<file path="src/hdl/clkgen_defines.vh">
// constants for the clock mode generator
// assumes inclusion by hdl files sharing one 250 MHz clock
//
// Summary of operation
// - status reports mode in effect; equals request once conditions hold
// - status follows a request write only after several cycles
// - first control write with reference select zero locks it, amplifier off
// - self-clocked output ignores reference, which still feeds stable checks
// - external engaged output is oscillator over 2R until locked, then over R
// - fixed clock equals bus clock in external bypassed mode, and in external engaged when the case below does not hold
// - external engaged fixed clock is reference over 2 if PN/R>=4 and locked
// - fixed clock is off in internal engaged and self-clocked modes
// - high gain one selects high gain; valid only with reference select one
// - high gain bit accepts one write after reset
// - external engaged frequency is external times P times N over R
// - internal engaged frequency is internal reference / 7 * 64 * N / R
// - self-clocked is oscillator over R; bypassed is external over R
// - multiplier field decodes to N of 4 to 18 in steps of two
// - divider field decodes to R as a power of two, 1 to 128
// - multiplier or mode change clears lock without setting loss of lock flag
// - lost reference or oscillator in external engaged forces fallback mode
`ifndef CLKGEN_DEFINES_VH
`define CLKGEN_DEFINES_VH
// ****************************************************************
// mode encoding
// ****************************************************************
`define MODE_SELF     2'h0
`define MODE_INT_ENG  2'h1
`define MODE_EXT_BYP  2'h2
`define MODE_EXT_ENG  2'h3
// ****************************************************************
// reset values and timing
// ****************************************************************
`define MODE_RESET    2'h0
`define SETTLE_CYCLES 4'h4
`define PRESCALE_LOW  8'h40
`define PRESCALE_HIGH 8'h01
`define FIXED_MIN_RATIO 8'h04
`define IRG_DIVISOR   8'h07
`endif

</file>
<file path="src/hdl/clk_divider.v">
// divider that emits a one-cycle enable every div_val input enables
// assumes div_val is at least one and held steady between uses
module clk_divider #(
   parameter WIDTH = 9
) (
   input  wire             clk,
   input  wire             rst,
   input  wire             in_en,
   input  wire [WIDTH-1:0] div_val,
   output reg              out_en
);
   reg [WIDTH-1:0] count_q;

   always @(posedge clk) begin
      if (rst) begin
         count_q <= {WIDTH{1'b0}};
         out_en  <= 1'b0;
      end else begin
         out_en <= 1'b0;
         if (in_en) begin
            if (count_q + {{(WIDTH-1){1'b0}}, 1'b1} >= div_val) begin
               count_q <= {WIDTH{1'b0}};
               out_en  <= 1'b1;
            end else begin
               count_q <= count_q + {{(WIDTH-1){1'b0}}, 1'b1};
            end
         end
      end
   end
endmodule

</file>
<file path="src/hdl/fll_clock_mode_generator.v">
// clock generator mode control: mode request, actual mode, output enables
// assumes all clock sources arrive as one-cycle enables on clk
`include "clkgen_defines.vh"
module fll_clock_mode_generator (
   input  wire       clk,
   input  wire       rst,
   input  wire       ctrl_write,
   input  wire [1:0] mode_request_in,
   input  wire       reference_select_in,
   input  wire       range_in,
   input  wire       high_gain_in,
   input  wire       ctrl2_write,
   input  wire [2:0] multiplier_in,
   input  wire [2:0] divider_in,
   input  wire       oscillator_clock,
   input  wire       external_reference_clock,
   input  wire       bus_clock,
   input  wire       oscillator_stable_bit,
   input  wire       external_reference_status,
   input  wire       fll_lock_in,
   input  wire       ref_lost,
   input  wire       osc_lost,
   output reg  [1:0] mode_request_field,
   output reg  [1:0] actual_mode_status,
   output reg        reference_select,
   output reg        amp_enable,
   output reg        high_gain_select,
   output reg        range_q,
   output reg  [2:0] multiplier_field,
   output reg  [2:0] divider_field,
   output reg  [4:0] mult_n,
   output reg  [7:0] div_r,
   output reg  [7:0] prescale_p,
   output reg        lock_q,
   output reg        loss_of_lock_flag,
   output reg        generator_output_clock,
   output reg        fixed_frequency_clock,
   output reg        fixed_clock_on,
   output reg        ref_used_for_output
);
   // ****************************************************************
   // decode functions
   // ****************************************************************
   function [4:0] decode_n;
      input [2:0] f;
      begin
         decode_n = {1'b0, f, 1'b0} + 5'h04;
      end
   endfunction

   function [7:0] decode_r;
      input [2:0] f;
      begin
         decode_r = 8'h01 << f;
      end
   endfunction

   // ****************************************************************
   // control state
   // ****************************************************************
   reg        first_done_q;
   reg        hg_done_q;
   reg        ref_locked_q;
   reg        relock_q;
   reg        was_locked_q;
   reg [3:0]  settle_q;
   reg [1:0]  target_q;
   reg [1:0]  next_mode;
   reg [13:0] ratio;

   always @* begin
      next_mode = `MODE_SELF;
      case (target_q)
         `MODE_SELF:    next_mode = `MODE_SELF;
         `MODE_INT_ENG: next_mode = oscillator_stable_bit ?
                                    `MODE_INT_ENG : `MODE_SELF;
         `MODE_EXT_BYP: next_mode = external_reference_status ?
                                    `MODE_EXT_BYP : `MODE_SELF;
         `MODE_EXT_ENG: begin
            if (external_reference_status && oscillator_stable_bit)
               next_mode = `MODE_EXT_ENG;
            else if (external_reference_status)
               next_mode = `MODE_EXT_BYP;
            else
               next_mode = `MODE_SELF;
         end
         default: next_mode = `MODE_SELF;
      endcase
   end

   always @(posedge clk) begin
      if (rst) begin
         mode_request_field <= `MODE_RESET;
         actual_mode_status <= `MODE_RESET;
         target_q           <= `MODE_RESET;
         reference_select   <= 1'b0;
         amp_enable         <= 1'b0;
         high_gain_select   <= 1'b0;
         range_q            <= 1'b0;
         multiplier_field   <= 3'h0;
         divider_field      <= 3'h0;
         first_done_q       <= 1'b0;
         hg_done_q          <= 1'b0;
         ref_locked_q       <= 1'b0;
         relock_q           <= 1'b0;
         was_locked_q       <= 1'b0;
         settle_q           <= 4'h0;
         lock_q             <= 1'b0;
         loss_of_lock_flag  <= 1'b0;
      end else begin
         if (settle_q != 4'h0)
            settle_q <= settle_q - 4'h1;
         else
            actual_mode_status <= next_mode;
         lock_q <= fll_lock_in && (actual_mode_status == `MODE_EXT_ENG ||
                   actual_mode_status == `MODE_INT_ENG);
         if (lock_q && !fll_lock_in && !relock_q &&
             settle_q == 4'h0)
            loss_of_lock_flag <= 1'b1;
         if (lock_q)
            was_locked_q <= 1'b1;
         if (fll_lock_in)
            relock_q <= 1'b0;
         if (ctrl_write) begin
            mode_request_field <= mode_request_in;
            target_q           <= mode_request_in;
            settle_q           <= `SETTLE_CYCLES;
            range_q            <= range_in;
            first_done_q       <= 1'b1;
            if (!ref_locked_q) begin
               reference_select <= reference_select_in;
               amp_enable       <= reference_select_in;
               if (!first_done_q && !reference_select_in)
                  ref_locked_q <= 1'b1;
            end
            if (!hg_done_q) begin
               high_gain_select <= high_gain_in;
               hg_done_q        <= 1'b1;
            end
            if (mode_request_in != mode_request_field) begin
               lock_q   <= 1'b0;
               relock_q <= 1'b1;
               was_locked_q <= 1'b0;
            end
         end
         if (ctrl2_write) begin
            multiplier_field <= multiplier_in;
            divider_field    <= divider_in;
            settle_q         <= `SETTLE_CYCLES;
            if (multiplier_in != multiplier_field) begin
               lock_q   <= 1'b0;
               relock_q <= 1'b1;
               was_locked_q <= 1'b0;
            end
         end
         if (actual_mode_status == `MODE_EXT_ENG &&
             (ref_lost || osc_lost)) begin
            mode_request_field <= ref_lost ? `MODE_SELF : `MODE_EXT_BYP;
            target_q           <= ref_lost ? `MODE_SELF : `MODE_EXT_BYP;
            actual_mode_status <= ref_lost ? `MODE_SELF : `MODE_EXT_BYP;
            settle_q           <= 4'h0;
         end
      end
   end

   // ****************************************************************
   // output clock selection and division
   // ****************************************************************
   wire [8:0] out_div;
   wire       src_en;
   wire       out_en;
   wire       fixed_frequency_clock_en;

   // self and engaged modes run off the oscillator
   assign src_en  = (actual_mode_status == `MODE_EXT_BYP) ?
                    external_reference_clock : oscillator_clock;
   assign out_div = (actual_mode_status == `MODE_EXT_ENG && !was_locked_q) ?
                    {div_r, 1'b0} : {1'b0, div_r};

   clk_divider #(.WIDTH(9)) u_out_div (
      .clk     (clk),
      .rst     (rst),
      .in_en   (src_en),
      .div_val (out_div),
      .out_en  (out_en)
   );

   clk_divider #(.WIDTH(9)) u_fix_div (
      .clk     (clk),
      .rst     (rst),
      .in_en   (external_reference_clock),
      .div_val (9'h002),
      .out_en  (fixed_frequency_clock_en)
   );

   always @* begin
      // P times N, compared against R times the threshold
      ratio = {6'h00, prescale_p} * {9'h000, mult_n};
   end

   always @(posedge clk) begin
      if (rst) begin
         mult_n                 <= 5'h04;
         div_r                  <= 8'h01;
         prescale_p             <= `PRESCALE_LOW;
         generator_output_clock <= 1'b0;
         fixed_frequency_clock  <= 1'b0;
         fixed_clock_on         <= 1'b0;
         ref_used_for_output    <= 1'b0;
      end else begin
         mult_n     <= decode_n(multiplier_field);
         div_r      <= decode_r(divider_field);
         prescale_p <= range_q ? `PRESCALE_HIGH : `PRESCALE_LOW;
         generator_output_clock <= out_en;
         ref_used_for_output <= (actual_mode_status != `MODE_SELF) &&
                                (actual_mode_status != `MODE_INT_ENG);
         case (actual_mode_status)
            `MODE_SELF, `MODE_INT_ENG: begin
               fixed_clock_on        <= 1'b0;
               fixed_frequency_clock <= 1'b0;
            end
            `MODE_EXT_ENG: begin
               fixed_clock_on <= 1'b1;
               if (lock_q &&
                   ratio >= {6'h00, div_r} * {6'h00, `FIXED_MIN_RATIO})
                  fixed_frequency_clock <= fixed_frequency_clock_en;
               else
                  fixed_frequency_clock <= bus_clock;
            end
            default: begin
               fixed_clock_on        <= 1'b1;
               fixed_frequency_clock <= bus_clock;
            end
         endcase
      end
   end
endmodule

</file>
<file path="config.mk">
export PLATFORM = sky130hd
export DESIGN_NAME = fll_clock_mode_generator
export DESIGN_NICKNAME = d
export VERILOG_FILES = /design/src/hdl/clk_divider.v /design/src/hdl/fll_clock_mode_generator.v
export VERILOG_INCLUDE_DIRS = /design/src /design/src/hdl
export SDC_FILE = /design/constraint.sdc
export NUM_CORES = 1
export LEC_CHECK = 0
export CORE_ASPECT_RATIO = 1.4
export CORE_MARGIN = 3
export CORE_UTILIZATION = 40
export CTS_BUF_LIST = sky130_fd_sc_hd__clkbuf_4 sky130_fd_sc_hd__clkbuf_8
export DETAILED_ROUTE_END_ITERATION = 10
export DONT_BUFFER_PORTS = 1
export SETUP_SLACK_MARGIN = 0.15
export SKIP_CTS_REPAIR_TIMING = 1
export SYNTH_ARGS = -nofsm -noshare
export SYNTH_HDL_FRONTEND = slang
export SYNTH_HIERARCHICAL = 1
export SYNTH_SLANG_ARGS = --single-unit
</file>
<file path="constraint.sdc">
create_clock -name clk -period 3.2 [get_ports clk]
set_input_delay 0.32 -clock clk [delete_from_list [all_inputs] [get_ports clk]]
set_output_delay 0.32 -clock clk [all_outputs]
set_load 0.02 [all_outputs]
</file>
* Word level (Yosys, flattened, before mapping)
Cells that the tools add are included.
** Cells by class
- Add/subtract/negate cells :: 4
- Reductions and logical operators :: 31
- Shift-type cells :: 1
- Multipliers :: 1
- Mux-type cells :: 38
- Bitwise operators :: 4
- Magnitude comparators :: 3
- Eq/ne operators :: 10
** Operator list (number)
- 9-bit two-way mux :: 3
- 1-bit two-way mux :: 22
- 9-bit by 1-bit adder with 9-bit output (second input constant) :: 2
- 2-bit two-way mux :: 7
- 13-bit by 10-bit >= comparator with 1-bit output :: 1
- 8-bit by 5-bit multiplier with 13-bit output :: 1
- 1-bit logical AND :: 10
- 9-bit by 2-bit >= comparator with 1-bit output (second input constant) :: 1
- 9-bit >= comparator :: 1
- 3-bit two-way mux :: 3
- 2-bit equality test (second input constant) :: 4
- 2-bit case mux with 4 select lines :: 1
- 2-bit OR reduction :: 4
- 1-bit by 3-bit << shifter with 8-bit output (first input constant) :: 1
- 7-bit two-way mux :: 1
- 4-bit by 3-bit adder with 5-bit output (second input constant) :: 1
- 1-bit zero test :: 5
- 2-bit by 1-bit equality test with 1-bit output (second input constant) :: 2
- 2-bit zero test :: 2
- 4-bit zero test :: 1
- 2-bit by 1-bit != test with 1-bit output (second input constant) :: 2
- 1-bit inverter :: 4
- 2-bit AND reduction :: 2
- 2-bit nonzero test :: 2
- 8 further kinds :: 9
** Storage, ports and cells
- Word-level logic and storage cells :: 118
- Output and inout bits :: 41
- Flip-flop bits (word level) :: 68
- Input bits :: 23

* Depth between registers and ports, before layout
Gate-level depths: netlist (run 1).
- Depth in word-level cells :: 7
- Gate-level depth with buffers :: 13
- Mapped depth without buffers :: 11

* Cells and area by module
Netlist (run 1), hierarchy kept.
** Modules (own cells, without submodules)
- fll_clock_mode_generator :: sequential area each 800.8 um^2, instances 1, area each 1829.3 um^2, cells each 203
- clk_divider :: sequential area each 200.2 um^2, instances 2, area each 814.5 um^2, cells each 96

* Least setup slack after synthesis (run 1)
No wires, ideal clock.
- Kind :: reg-to-reg
- Start :: register actual_mode_status[0]
- End :: register u_out_div.count_q[3]
- Arrival :: 2.384 ns
- Required time :: 3.126 ns
- Setup slack :: 0.741 ns
- Period minus slack after synthesis :: 2.459 ns
- Library setup time :: 0.074 ns
- Stages on the path, launching flop included :: 13
- Path buffers :: 3
- Cell sequence :: dfxtp_1 buf_4 nand3b_1 buf_2 o21ai_1 inv_1 ha_1 a211oi_2 o221ai_2 a211oi_2 buf_6 nand3_2 a31oi_1
** Between the ends
- Word-level cells in the longest chain between the ends :: 5
- Elaborated cells on any way between the ends :: 7
- Classes of those cells :: 1 x order compare; 2 x eq/ne; 3 x mux; 1 x reduce/logical
** Ends and longest elaborated chain
- from (decl) :: RTL line fll_clock_mode_generator.v:24 : output reg [1:0] actual_mode_status,
- from (signal assigned) :: RTL line fll_clock_mode_generator.v:94 : actual_mode_status <= `MODE_RESET;
- from (signal assigned) :: RTL line fll_clock_mode_generator.v:114 : actual_mode_status <= next_mode;
- from (signal assigned) :: RTL line fll_clock_mode_generator.v:160 : actual_mode_status <= ref_lost ? `MODE_SELF : `MODE_EXT_BYP;
- 2-bit equality test
- 1-bit logical AND :: RTL line fll_clock_mode_generator.v:177 : assign out_div = (actual_mode_status == `MODE_EXT_ENG && !was_locked_q) ?
- 9-bit two-way mux :: RTL line fll_clock_mode_generator.v:177
- net out_div[2] :: RTL line fll_clock_mode_generator.v:169 : wire [8:0] out_div;
- 9-bit >= comparator :: RTL line clk_divider.v:21 : if (count_q + {{(WIDTH-1){1'b0}}, 1'b1} >= div_val) begin
- 9-bit two-way mux :: RTL line clk_divider.v:21
- to (signal assigned) :: RTL line clk_divider.v:16 : count_q <= {WIDTH{1'b0}};
- to (signal assigned) :: RTL line clk_divider.v:22 : count_q <= {WIDTH{1'b0}};
- to (signal assigned) :: RTL line clk_divider.v:25 : count_q <= count_q + {{(WIDTH-1){1'b0}}, 1'b1};
- to (decl) :: RTL line clk_divider.v:12 : reg [WIDTH-1:0] count_q;
The timed path passes the listed nets, and every way through them passes these cells.
A chain may end at the register's enable or synchronous reset.

* Worst setup path after layout (run 1)
- Start :: register u_fix_div.count_q[0]
- End :: register u_fix_div.count_q[3]
** Between the ends
- Word-level cells in the longest chain between the ends :: 3
** Ends and longest elaborated chain (RTL line)
- from (decl) :: clk_divider.v:12
- from (signal assigned) :: clk_divider.v:16
- from (signal assigned) :: clk_divider.v:22
- from (signal assigned) :: clk_divider.v:25
- 9-bit by 1-bit adder with 9-bit output (*) :: clk_divider.v:21, clk_divider.v:25
- 9-bit by 2-bit >= comparator with 1-bit output :: clk_divider.v:21
- 9-bit two-way mux (*) :: clk_divider.v:21
Mark *: on every way between the ends. The rest lies on a longest branch, timed or not.

==> results.cfg, run 1 <==
[global_route]
grt_max_degree = 50
grt_usage_pct = 15.3
grt_pass1_vias = 2525
antenna_found_initial = 1
grt_pass1_wl_um = 11800
globalRouteOverflowTotal = 0

[pwr]
p_clk_share_pct = 44.9
p_sw_share_pct = 24.0
ir_worst_vdd_mv = 0.218
p_comb_share_pct = 8.7
p_seq_share_pct = 46.4
powerDensity_nw_per_um2 = 474
p_int_uw = 1340
power.net_switching_uw = 426
leakagePower_uw = 0.00152

[hold_path]
worstHoldStart = rst
worstHoldPathType = in -> reg
whs_endpoint = multiplier_field[0]
hold_path_depth = 1

[setup_path]
reg2reg_to = u_fix_div/count_q[3]
arrival_ns = 3.01
worstPathMaxFanout = 7
r2r_slack_ns = 0.46
crit_required_ns = 3.47
criticalPathCategory = reg -> reg
worstReg2RegStart = u_fix_div/count_q[0]
end_kind = flip-flop
rr_worst_depth = 11
critPathLaunchType = flip-flop

[die]
die-area_sq_um = 9810
fp.dieW_um = 84.6
pin_count = 64
num_rows = 39
fp.dieH_um = 116
core_sq_um = 8300
start_util_pct = 41.7

[route]
vias = 2610
routed_wl_um = 7090
drt_first_pass_iters = 4
ant_nets = 0
wire_per_inst_um = 14.0
routed_via_density = 5.15
drt_iter0_drc = 85
drc_errors = 0

[clocking]
clkSlewWorstSetupHoldPaths_ns = 0.07
clk_latency_ns = 0.34
numClockSinks = 60
cts_buffer_depth = 2
h-tree-depth = 3
clockRootBuffer = clkbuf_8
numCtsBuffers = 9
tritoncts = built

[placement]
pre_cts_slack_ns = 0.414
placed_area_sq_um = 3490
place.gp.congestion = 0.795
hpwl_um = 5380
numPortBuffers = 0

[timing]
rsz0062_at_grt = false
setup_tns_ns = 0
worstMarginPinSlew_ns = 0.553
min_period_over_period_pct = 85.8
finalSetupViolations = 0
skew_ns = 0.00765
slew_viol_final = 0
max_slew_margin_pct = 63.0
timing.fmax_ghz = 0.364
hold_viol = 0
finalWorstPathRequiredPeriod_ns = 2.74
worst_slack_ns = 0.455

[final_layout]
final_nets = 451
drive_gt1_share_pct = 11.4
multi_input_area_sq_um = 2020
regArea_sq_um = 1200
nFillCells = 844
design_area_sq_um = 3730
area_growth_pct = 8.00
n_antenna_cell = 0

[synth]
syn_area_sq_um = 3460
async_flop_share_pct = 0
synth_cell_types = 50
avgSynthCellArea_sq_um = 8.76
synth_top_area_cell = dfxtp_1
ys.flop_type = dfxtp_1
synth_top_area_share_pct = 34.7
synthTopCellsByArea = dfxtp_1 35%, ha_1 10%, nand2b_1 4.3%, nor2_1 4.2%, inv_1 3.6%
seq_area_frac_synth_pct = 34.7
netlist_instances = 395
synth_warnings = 6
ys_ff_latch = 60
synth_edf_count = 0

[run_status]
status = completed

[job]
max-cap-violations = 0
==> synth_stat cells (3+ instances only) <==
library cell,n
a211oi_2,4
a21oi_1,20
a311oi_1,3
a31oi_1,5
and2_1,6
and3_1,5
buf_2,3
buf_4,14
buf_6,4
clkbuf_1,3
dfxtp_1,60
ha_1,28
inv_1,33
mux2_2,3
mux2i_1,11
nand2_1,20
nand2b_1,24
nand3_1,15
nand3_2,6
nand3b_1,4
nor2_1,39
nor2b_1,12
nor3_1,6
nor3b_1,3
o21ai_0,10
o21ai_1,4
xnor2_1,7
xor2_1,11
==> power by group through the flow <==
stage | clock (uW) | combinational [uW] | sequential (uW)
final | 795 | 154 | 821
after global routing | 860 | 175 | 826
after CTS | 823 | 155 | 822
after detailed placement | 0 | 153 | 839
after global placement | 0 | 151 | 838
after floorplan | 0 | 158 | 829
==> stage by stage <==
stage	instances	hold WS [ns]	utilization, %	total power (uW)
6_report	507	0.0516	45.0	1770
3_5_place_dp	491	0.399	42.1	992
2_1_floorplan	409	0.414	-	986
5_1_grt	507	0.0149	45.0	1860
4_1_cts	507	0.0200	44.9	1800
3_3_place_gp	491	0.396	42.1	989
==> cell families after synthesis <==
logic type                 share of synthesized area (%)
and+or+nand+nor                                     24.7
other                                              0.217
DFF                                                 34.7
AOI/OAI and AO/OA                                   11.6
adders and majority gates                           10.1
xor gates and xnor gates                            5.50
buffers and inverters                               8.68
muxes                                               4.49
==> flip-flops by register name (all words and copies together) (netlist names), 2 cells and up <==
name,count
divider_field,3
actual_mode_status,2
u_fix_div/count_q,9
u_out_div/count_q,9
prescale_p,2
mult_n,4
target_q,2
div_r,8
multiplier_field,3
settle_q,4
==> final cells by class <==
cell class,instances,area share (%)
clock buffers,12,4.42
clock inverters,4,1.88
inverters,33,3.32
multi-input cells,292,54.0
flip-flops and latches,60,32.2
well taps,102,3.42
repair buffers,4,0.804
==> metal layers <==
| layer | up-vias | wire length, um | track usage [%] |
|---|---|---|---|
| met1 | 1213 | 2970 | 16.7 |
| li1 | 1320 | - | - |
| met4 | 2 | 219 | 8.55 |
| met2 | 55 | 3480 | 25.8 |
| met5 | - | 7 | 0 |
| met3 | 20 | 416 | 5.76 |
==> layout by cell type, fill, tap and decap left out, types with 5 or more instances in the layout <==
cell and instances:
dfxtp_1 60, nor2_1 39, inv_1 33, ha_1 28, nand2b_1 24, nand2_1 20, a21oi_1 20, conb_1 16
nand3_1 15, nor2b_1 12, clkbuf_8 12, mux2i_1 11, xor2_1 11, o21ai_0 10, xnor2_1 7, and2_1 6
nor3_1 6, nand3_2 6, and3_1 5, a31oi_1 5
==> worst max-delay path, stage by stage (launching register included) <==
cell	delay, ns
dfxtp_1	0.41
ha_1	0.28
nand2_1	0.09
nor2_2	0.19
and3_1	0.23
xor2_2	0.17
ha_1	0.26
and4_2	0.25
a211oi_4	0.36
buf_4	0.21
nand3_1	0.09
a31oi_1	0.15
==> worst max path at each step <==
stage	start	to	slack (ns)	cells past startpoint
final	u_fix_div/count_q[0]	u_fix_div/count_q[3]	0.46	11
after global routing	u_fix_div/count_q[0]	u_fix_div/count_q[3]	0.23	11
after CTS	u_fix_div/count_q[0]	u_fix_div/count_q[3]	0.40	11
after detailed placement	u_fix_div/count_q[0]	u_fix_div/count_q[3]	0.41	11
after global placement	u_fix_div/count_q[0]	u_fix_div/count_q[3]	0.50	11
after floorplan	actual_mode_status[0]	u_out_div/count_q[3]	0.74	12
No activity file was read; power rests on OpenSTA's default activity.
==> run 2, diff against run 1 <==
--- a/config.mk
+++ b/config.mk
@@ -8,10 +8,11 @@
 export LEC_CHECK = 0
 export CORE_ASPECT_RATIO = 1.4
 export CORE_MARGIN = 3
-export CORE_UTILIZATION = 40
+export CORE_UTILIZATION = 55
 export CTS_BUF_LIST = sky130_fd_sc_hd__clkbuf_4 sky130_fd_sc_hd__clkbuf_8
 export DETAILED_ROUTE_END_ITERATION = 10
 export DONT_BUFFER_PORTS = 1
+export PLACE_DENSITY = 0.7
 export SETUP_SLACK_MARGIN = 0.15
 export SKIP_CTS_REPAIR_TIMING = 1
 export SYNTH_ARGS = -nofsm -noshare
==> run 2 against run 1 <==
Sequential power is essentially flat. Count of clock-buffer cells in the layout grew 1. Via count shrank 1.7%. Hold slack lost 0.0053 ns. Non-clock buffer count is the same. Global-route usage grew 4.5 points. Sequential cell count is the same.
==> results.cfg, run 2 (synthesized netlist as in run 1, its figures left out) <==
[pwr]
powerDensity_nw_per_um2 = 480
leakagePower_uw = 0.00152
ir_worst_vdd_mv = 0.280

[placement]
place.gp.congestion = 0.778
hpwl_um = 5010
numPortBuffers = 0
pre_cts_slack_ns = 0.494
placed_area_sq_um = 3450

[setup_path]
crit_required_ns = 3.47
end_kind = flip-flop
worstPathMaxFanout = 7
critPathLaunchType = flip-flop
arrival_ns = 3.00
criticalPathCategory = reg -> reg
rr_worst_depth = 11

[timing]
worstMarginPinSlew_ns = 0.550
hold_viol = 0
rsz0062_at_grt = false
timing.fmax_ghz = 0.367
worst_slack_ns = 0.474
max_slew_margin_pct = 63.2
setup_tns_ns = 0
min_period_over_period_pct = 85.2
finalSetupViolations = 0
skew_ns = 0.00685
finalWorstPathRequiredPeriod_ns = 2.73
slew_viol_final = 0

[route]
ant_nets = 0
wire_per_inst_um = 14.3
drt_first_pass_iters = 4
vias = 2565
drc_errors = 0
routed_via_density = 5.40
routed_wl_um = 6780
drt_iter0_drc = 136

[clocking]
clkSlewWorstSetupHoldPaths_ns = 0.06
clk_latency_ns = 0.34
clockRootBuffer = clkbuf_8
tritoncts = built
numCtsBuffers = 9
cts_buffer_depth = 2
h-tree-depth = 3
numClockSinks = 60

[final_layout]
final_nets = 451
area_growth_pct = 6.62
drive_gt1_share_pct = 11.4
layout_common_cells = 60 x dfxtp_1, 39 x nor2_1, 33 x inv_1, 28 x ha_1, 24 x nand2b_1
top_regs = u_fix_div/count_q: 9 flops, u_out_div/count_q: 9 flops, div_r: 8 flops
design_area_sq_um = 3690
mostFrequentLayoutCell = dfxtp_1
n_antenna_cell = 0

[global_route]
globalRouteOverflowTotal = 0
antenna_found_initial = 0
grt_pass1_vias = 2532
grt_pass1_wl_um = 11300
grt_max_degree = 50
grt_usage_pct = 19.9
busiest_layer = met2
use_met1_pct = 22.4
grtUsageMet2_pct = 32.3
grtUsageMet3_pct = 5.71

[die]
fp.dieW_um = 73.0
die-area_sq_um = 7290
start_util_pct = 57.8
num_rows = 33
fp.dieH_um = 99.8
core_sq_um = 5990
pin_count = 64

[job]
max-cap-violations = 0

[hold_path]
hold_path_depth = 1
worstHoldPathType = in -> reg

[run_status]
status = completed
## run 2: cell count changes in the layout (fill, tap and decap cells not counted), sizes merged
cell / before / now
clkbuf: 12 / 13
clkinv: 2 / 1
## run 2: layout make-up
type,count,area (sq um)
fill,529,2300
multi-input combinational,292,2010
sequential,60,1200
clock buffer,13,166
inverter,33,124
tap,70,87.6
clock inverter,3,68.8
timing repair buffer,4,30.0
## run 2: report_power, final
part	internal (uW)	switching (uW)	leakage (uW)	total, uW
logic	72.6	81.8	0.000909	154
clock network	500	293	0.000121	793
registers	773	48.0	0.000489	821
total	1350	423	0.00152	1770
## run 2: metal layers
layer | part of all wire (%) | vias to the layer above
met5 | 0 | -
met4 | 3.2 | 0
met3 | 4.6 | 15
met2 | 50 | 47
met1 | 42 | 1181
li1 | - | 1322
## run 2: worst paths after layout
path                         from                      to  slack (ns)
min                           rst             target_q[1]        0.05
max          u_fix_div/count_q[0]    u_fix_div/count_q[7]        0.47
min reg2reg      u_out_div/out_en  generator_output_clock        0.45
max reg2reg  u_fix_div/count_q[0]    u_fix_div/count_q[7]        0.47
## run 2: worst max-delay path, cell delays in order (launching register included)
cell and delay, ns:
dfxtp_1 0.41, ha_1 0.27, nand2_1 0.09, nor2_2 0.18, and3_1 0.22, xor2_2 0.17, ha_1 0.26, and4_2 0.23
a211oi_2 0.38, buf_4 0.23, nand3_1 0.08, a21oi_1 0.14
## run 2: through the flow
stage / hold WS (ns) / cells / total power (uW) / util (%)
2_1_floorplan: 0.414 / 409 / 986 / -
3_3_place_gp: 0.394 / 459 / 986 / 57.7
3_5_place_dp: 0.396 / 459 / 991 / 57.7
4_1_cts: 0.0275 / 475 / 1790 / 61.6
5_1_grt: 0.0265 / 475 / 1850 / 61.6
6_report: 0.0463 / 475 / 1770 / 61.6
==> run 3, diff against run 2 <==
--- a/config.mk
+++ b/config.mk
@@ -9,7 +9,6 @@
 export CORE_ASPECT_RATIO = 1.4
 export CORE_MARGIN = 3
 export CORE_UTILIZATION = 55
-export CTS_BUF_LIST = sky130_fd_sc_hd__clkbuf_4 sky130_fd_sc_hd__clkbuf_8
 export DETAILED_ROUTE_END_ITERATION = 10
 export DONT_BUFFER_PORTS = 1
 export PLACE_DENSITY = 0.7
==> run 3 against run 2 <==
Sequential cell count is the same. Critical path type unchanged. Clock skew is essentially flat. Cell count is the same. Final area shrank 0.20%. Largest cell class unchanged. Sequential power is essentially flat. Setup slack gained 0.0023 ns. Highest routed layer unchanged. Power shrank 1.0%.
==> results.cfg, run 3 (synthesized netlist as in run 1, its figures left out) <==
[timing]
skew_ns = 0.00698
rsz0062_at_grt = false
worstMarginPinSlew_ns = 0.553
min_period_over_period_pct = 85.1
slew_viol_final = 0
setup_tns_ns = 0
hold_viol = 0
max_slew_margin_pct = 63.1
finalWorstPathRequiredPeriod_ns = 2.72
finalSetupViolations = 0
timing.fmax_ghz = 0.367

[route]
drc_errors = 0
vias = 2556
drt_iter0_drc = 120
wire_per_inst_um = 14.2
routed_wl_um = 6750
ant_nets = 0
routed_via_density = 5.38
drt_first_pass_iters = 4

[final_layout]
multi_input_area_sq_um = 2010
design_area_sq_um = 3680
mostFrequentLayoutCell = dfxtp_1
regArea_sq_um = 1200
layout_common_cells = 60 x dfxtp_1, 39 x nor2_1, 33 x inv_1, 28 x ha_1, 24 x nand2b_1
area_growth_pct = 6.40
final_nets = 451
nFillCells = 529
top_regs = u_fix_div/count_q: 9 flops, u_out_div/count_q: 9 flops, div_r: 8 flops
drive_gt1_share_pct = 10.9
n_antenna_cell = 0

[setup_path]
path_cells = ha_1, nand2_1, nor2_2, and3_1, xor2_2, ha_1, and4_2, a211oi_2, buf_4, nand3_1, a21oi_1
crit_buf_inv = 1
cp_slowest_stage_delay_ns = 0.41
cp_common_cell = ha_1
critPathLaunchType = flip-flop
end_kind = flip-flop
worstPathMaxFanout = 7
criticalPathCategory = reg -> reg
crit_required_ns = 3.47
arrival_ns = 2.99
critPathTopFamily = simple AND/OR/NAND/NOR gates
critPathSlowestCell = dfxtp_1

[pwr]
leakagePower_uw = 0.00151
powerDensity_nw_per_um2 = 476
p_total_uw = 1750
ir_worst_vdd_mv = 0.283

[die]
die-area_sq_um = 7290
pin_count = 64
num_rows = 33
fp.dieH_um = 99.8
core_sq_um = 5990
fp.dieW_um = 73.0
start_util_pct = 57.8

[placement]
place.gp.congestion = 0.778
numPortBuffers = 0
hpwl_um = 5010
placed_area_sq_um = 3450

[global_route]
antenna_found_initial = 0
grt_usage_pct = 19.8
grt_max_degree = 50
grt_pass1_vias = 2512
globalRouteOverflowTotal = 0
grt_pass1_wl_um = 11200

[clocking]
clockRootBuffer = clkbuf_8
tritoncts = built
clk_latency_ns = 0.34
cts_buffer_depth = 2
numCtsBuffers = 9
h-tree-depth = 3
numClockSinks = 60
clkSlewWorstSetupHoldPaths_ns = 0.06

[run_status]
status = completed

[job]
max-cap-violations = 0

[hold_path]
worstHoldPathType = in -> reg
[run 3: cell counts in the layout (fill, tap and decap cells not counted)]
No cell type changed its count.
[run 3: per-layer routing]
layer / global-route usage (%) / vias up / wire (um)
li1: - / 1323 / -
met1: 22.4 / 1169 / 2850
met2: 32.0 / 49 / 3360
met3: 5.71 / 15 / 323
met4: 12.2 / 0 / 219
met5: 0 / - / 0
[run 3: final cells by class]
class                      instances  share of cell area [%]
timing repair buffer               4                   0.816
inverter                          33                    3.37
multi-input combinational        292                    54.6
clock inverter                     3                    1.87
tap                               70                    2.38
sequential                        60                    32.6
clock buffer                      13                    4.32
[run 3: where the power goes]
part           switching [uW]  internal [uW]  total, uW
Combinational            81.6           72.6        154
Sequential               47.9            773        821
Clock                     293            483        776
[run 3: path summary, 6_finish.rpt]
kind	start	to	slack, ns	cells past startpoint
min	rst	target_q[1]	0.05	1
min reg2reg	u_out_div/out_en	generator_output_clock	0.45	1
max	u_fix_div/count_q[0]	u_fix_div/count_q[7]	0.48	11
max reg2reg	u_fix_div/count_q[0]	u_fix_div/count_q[7]	0.48	11
[run 3: metrics by stage]
step	utilization, %	hold WS, ns	setup slack [ns]	instances
global route	61.5	0.0265	0.285	475
floorplan	-	0.414	0.741	409
finish	61.5	0.0468	0.476	475
global placement	57.7	0.394	0.596	459
CTS	61.5	0.0275	0.491	475
detailed placement	57.7	0.396	0.494	459
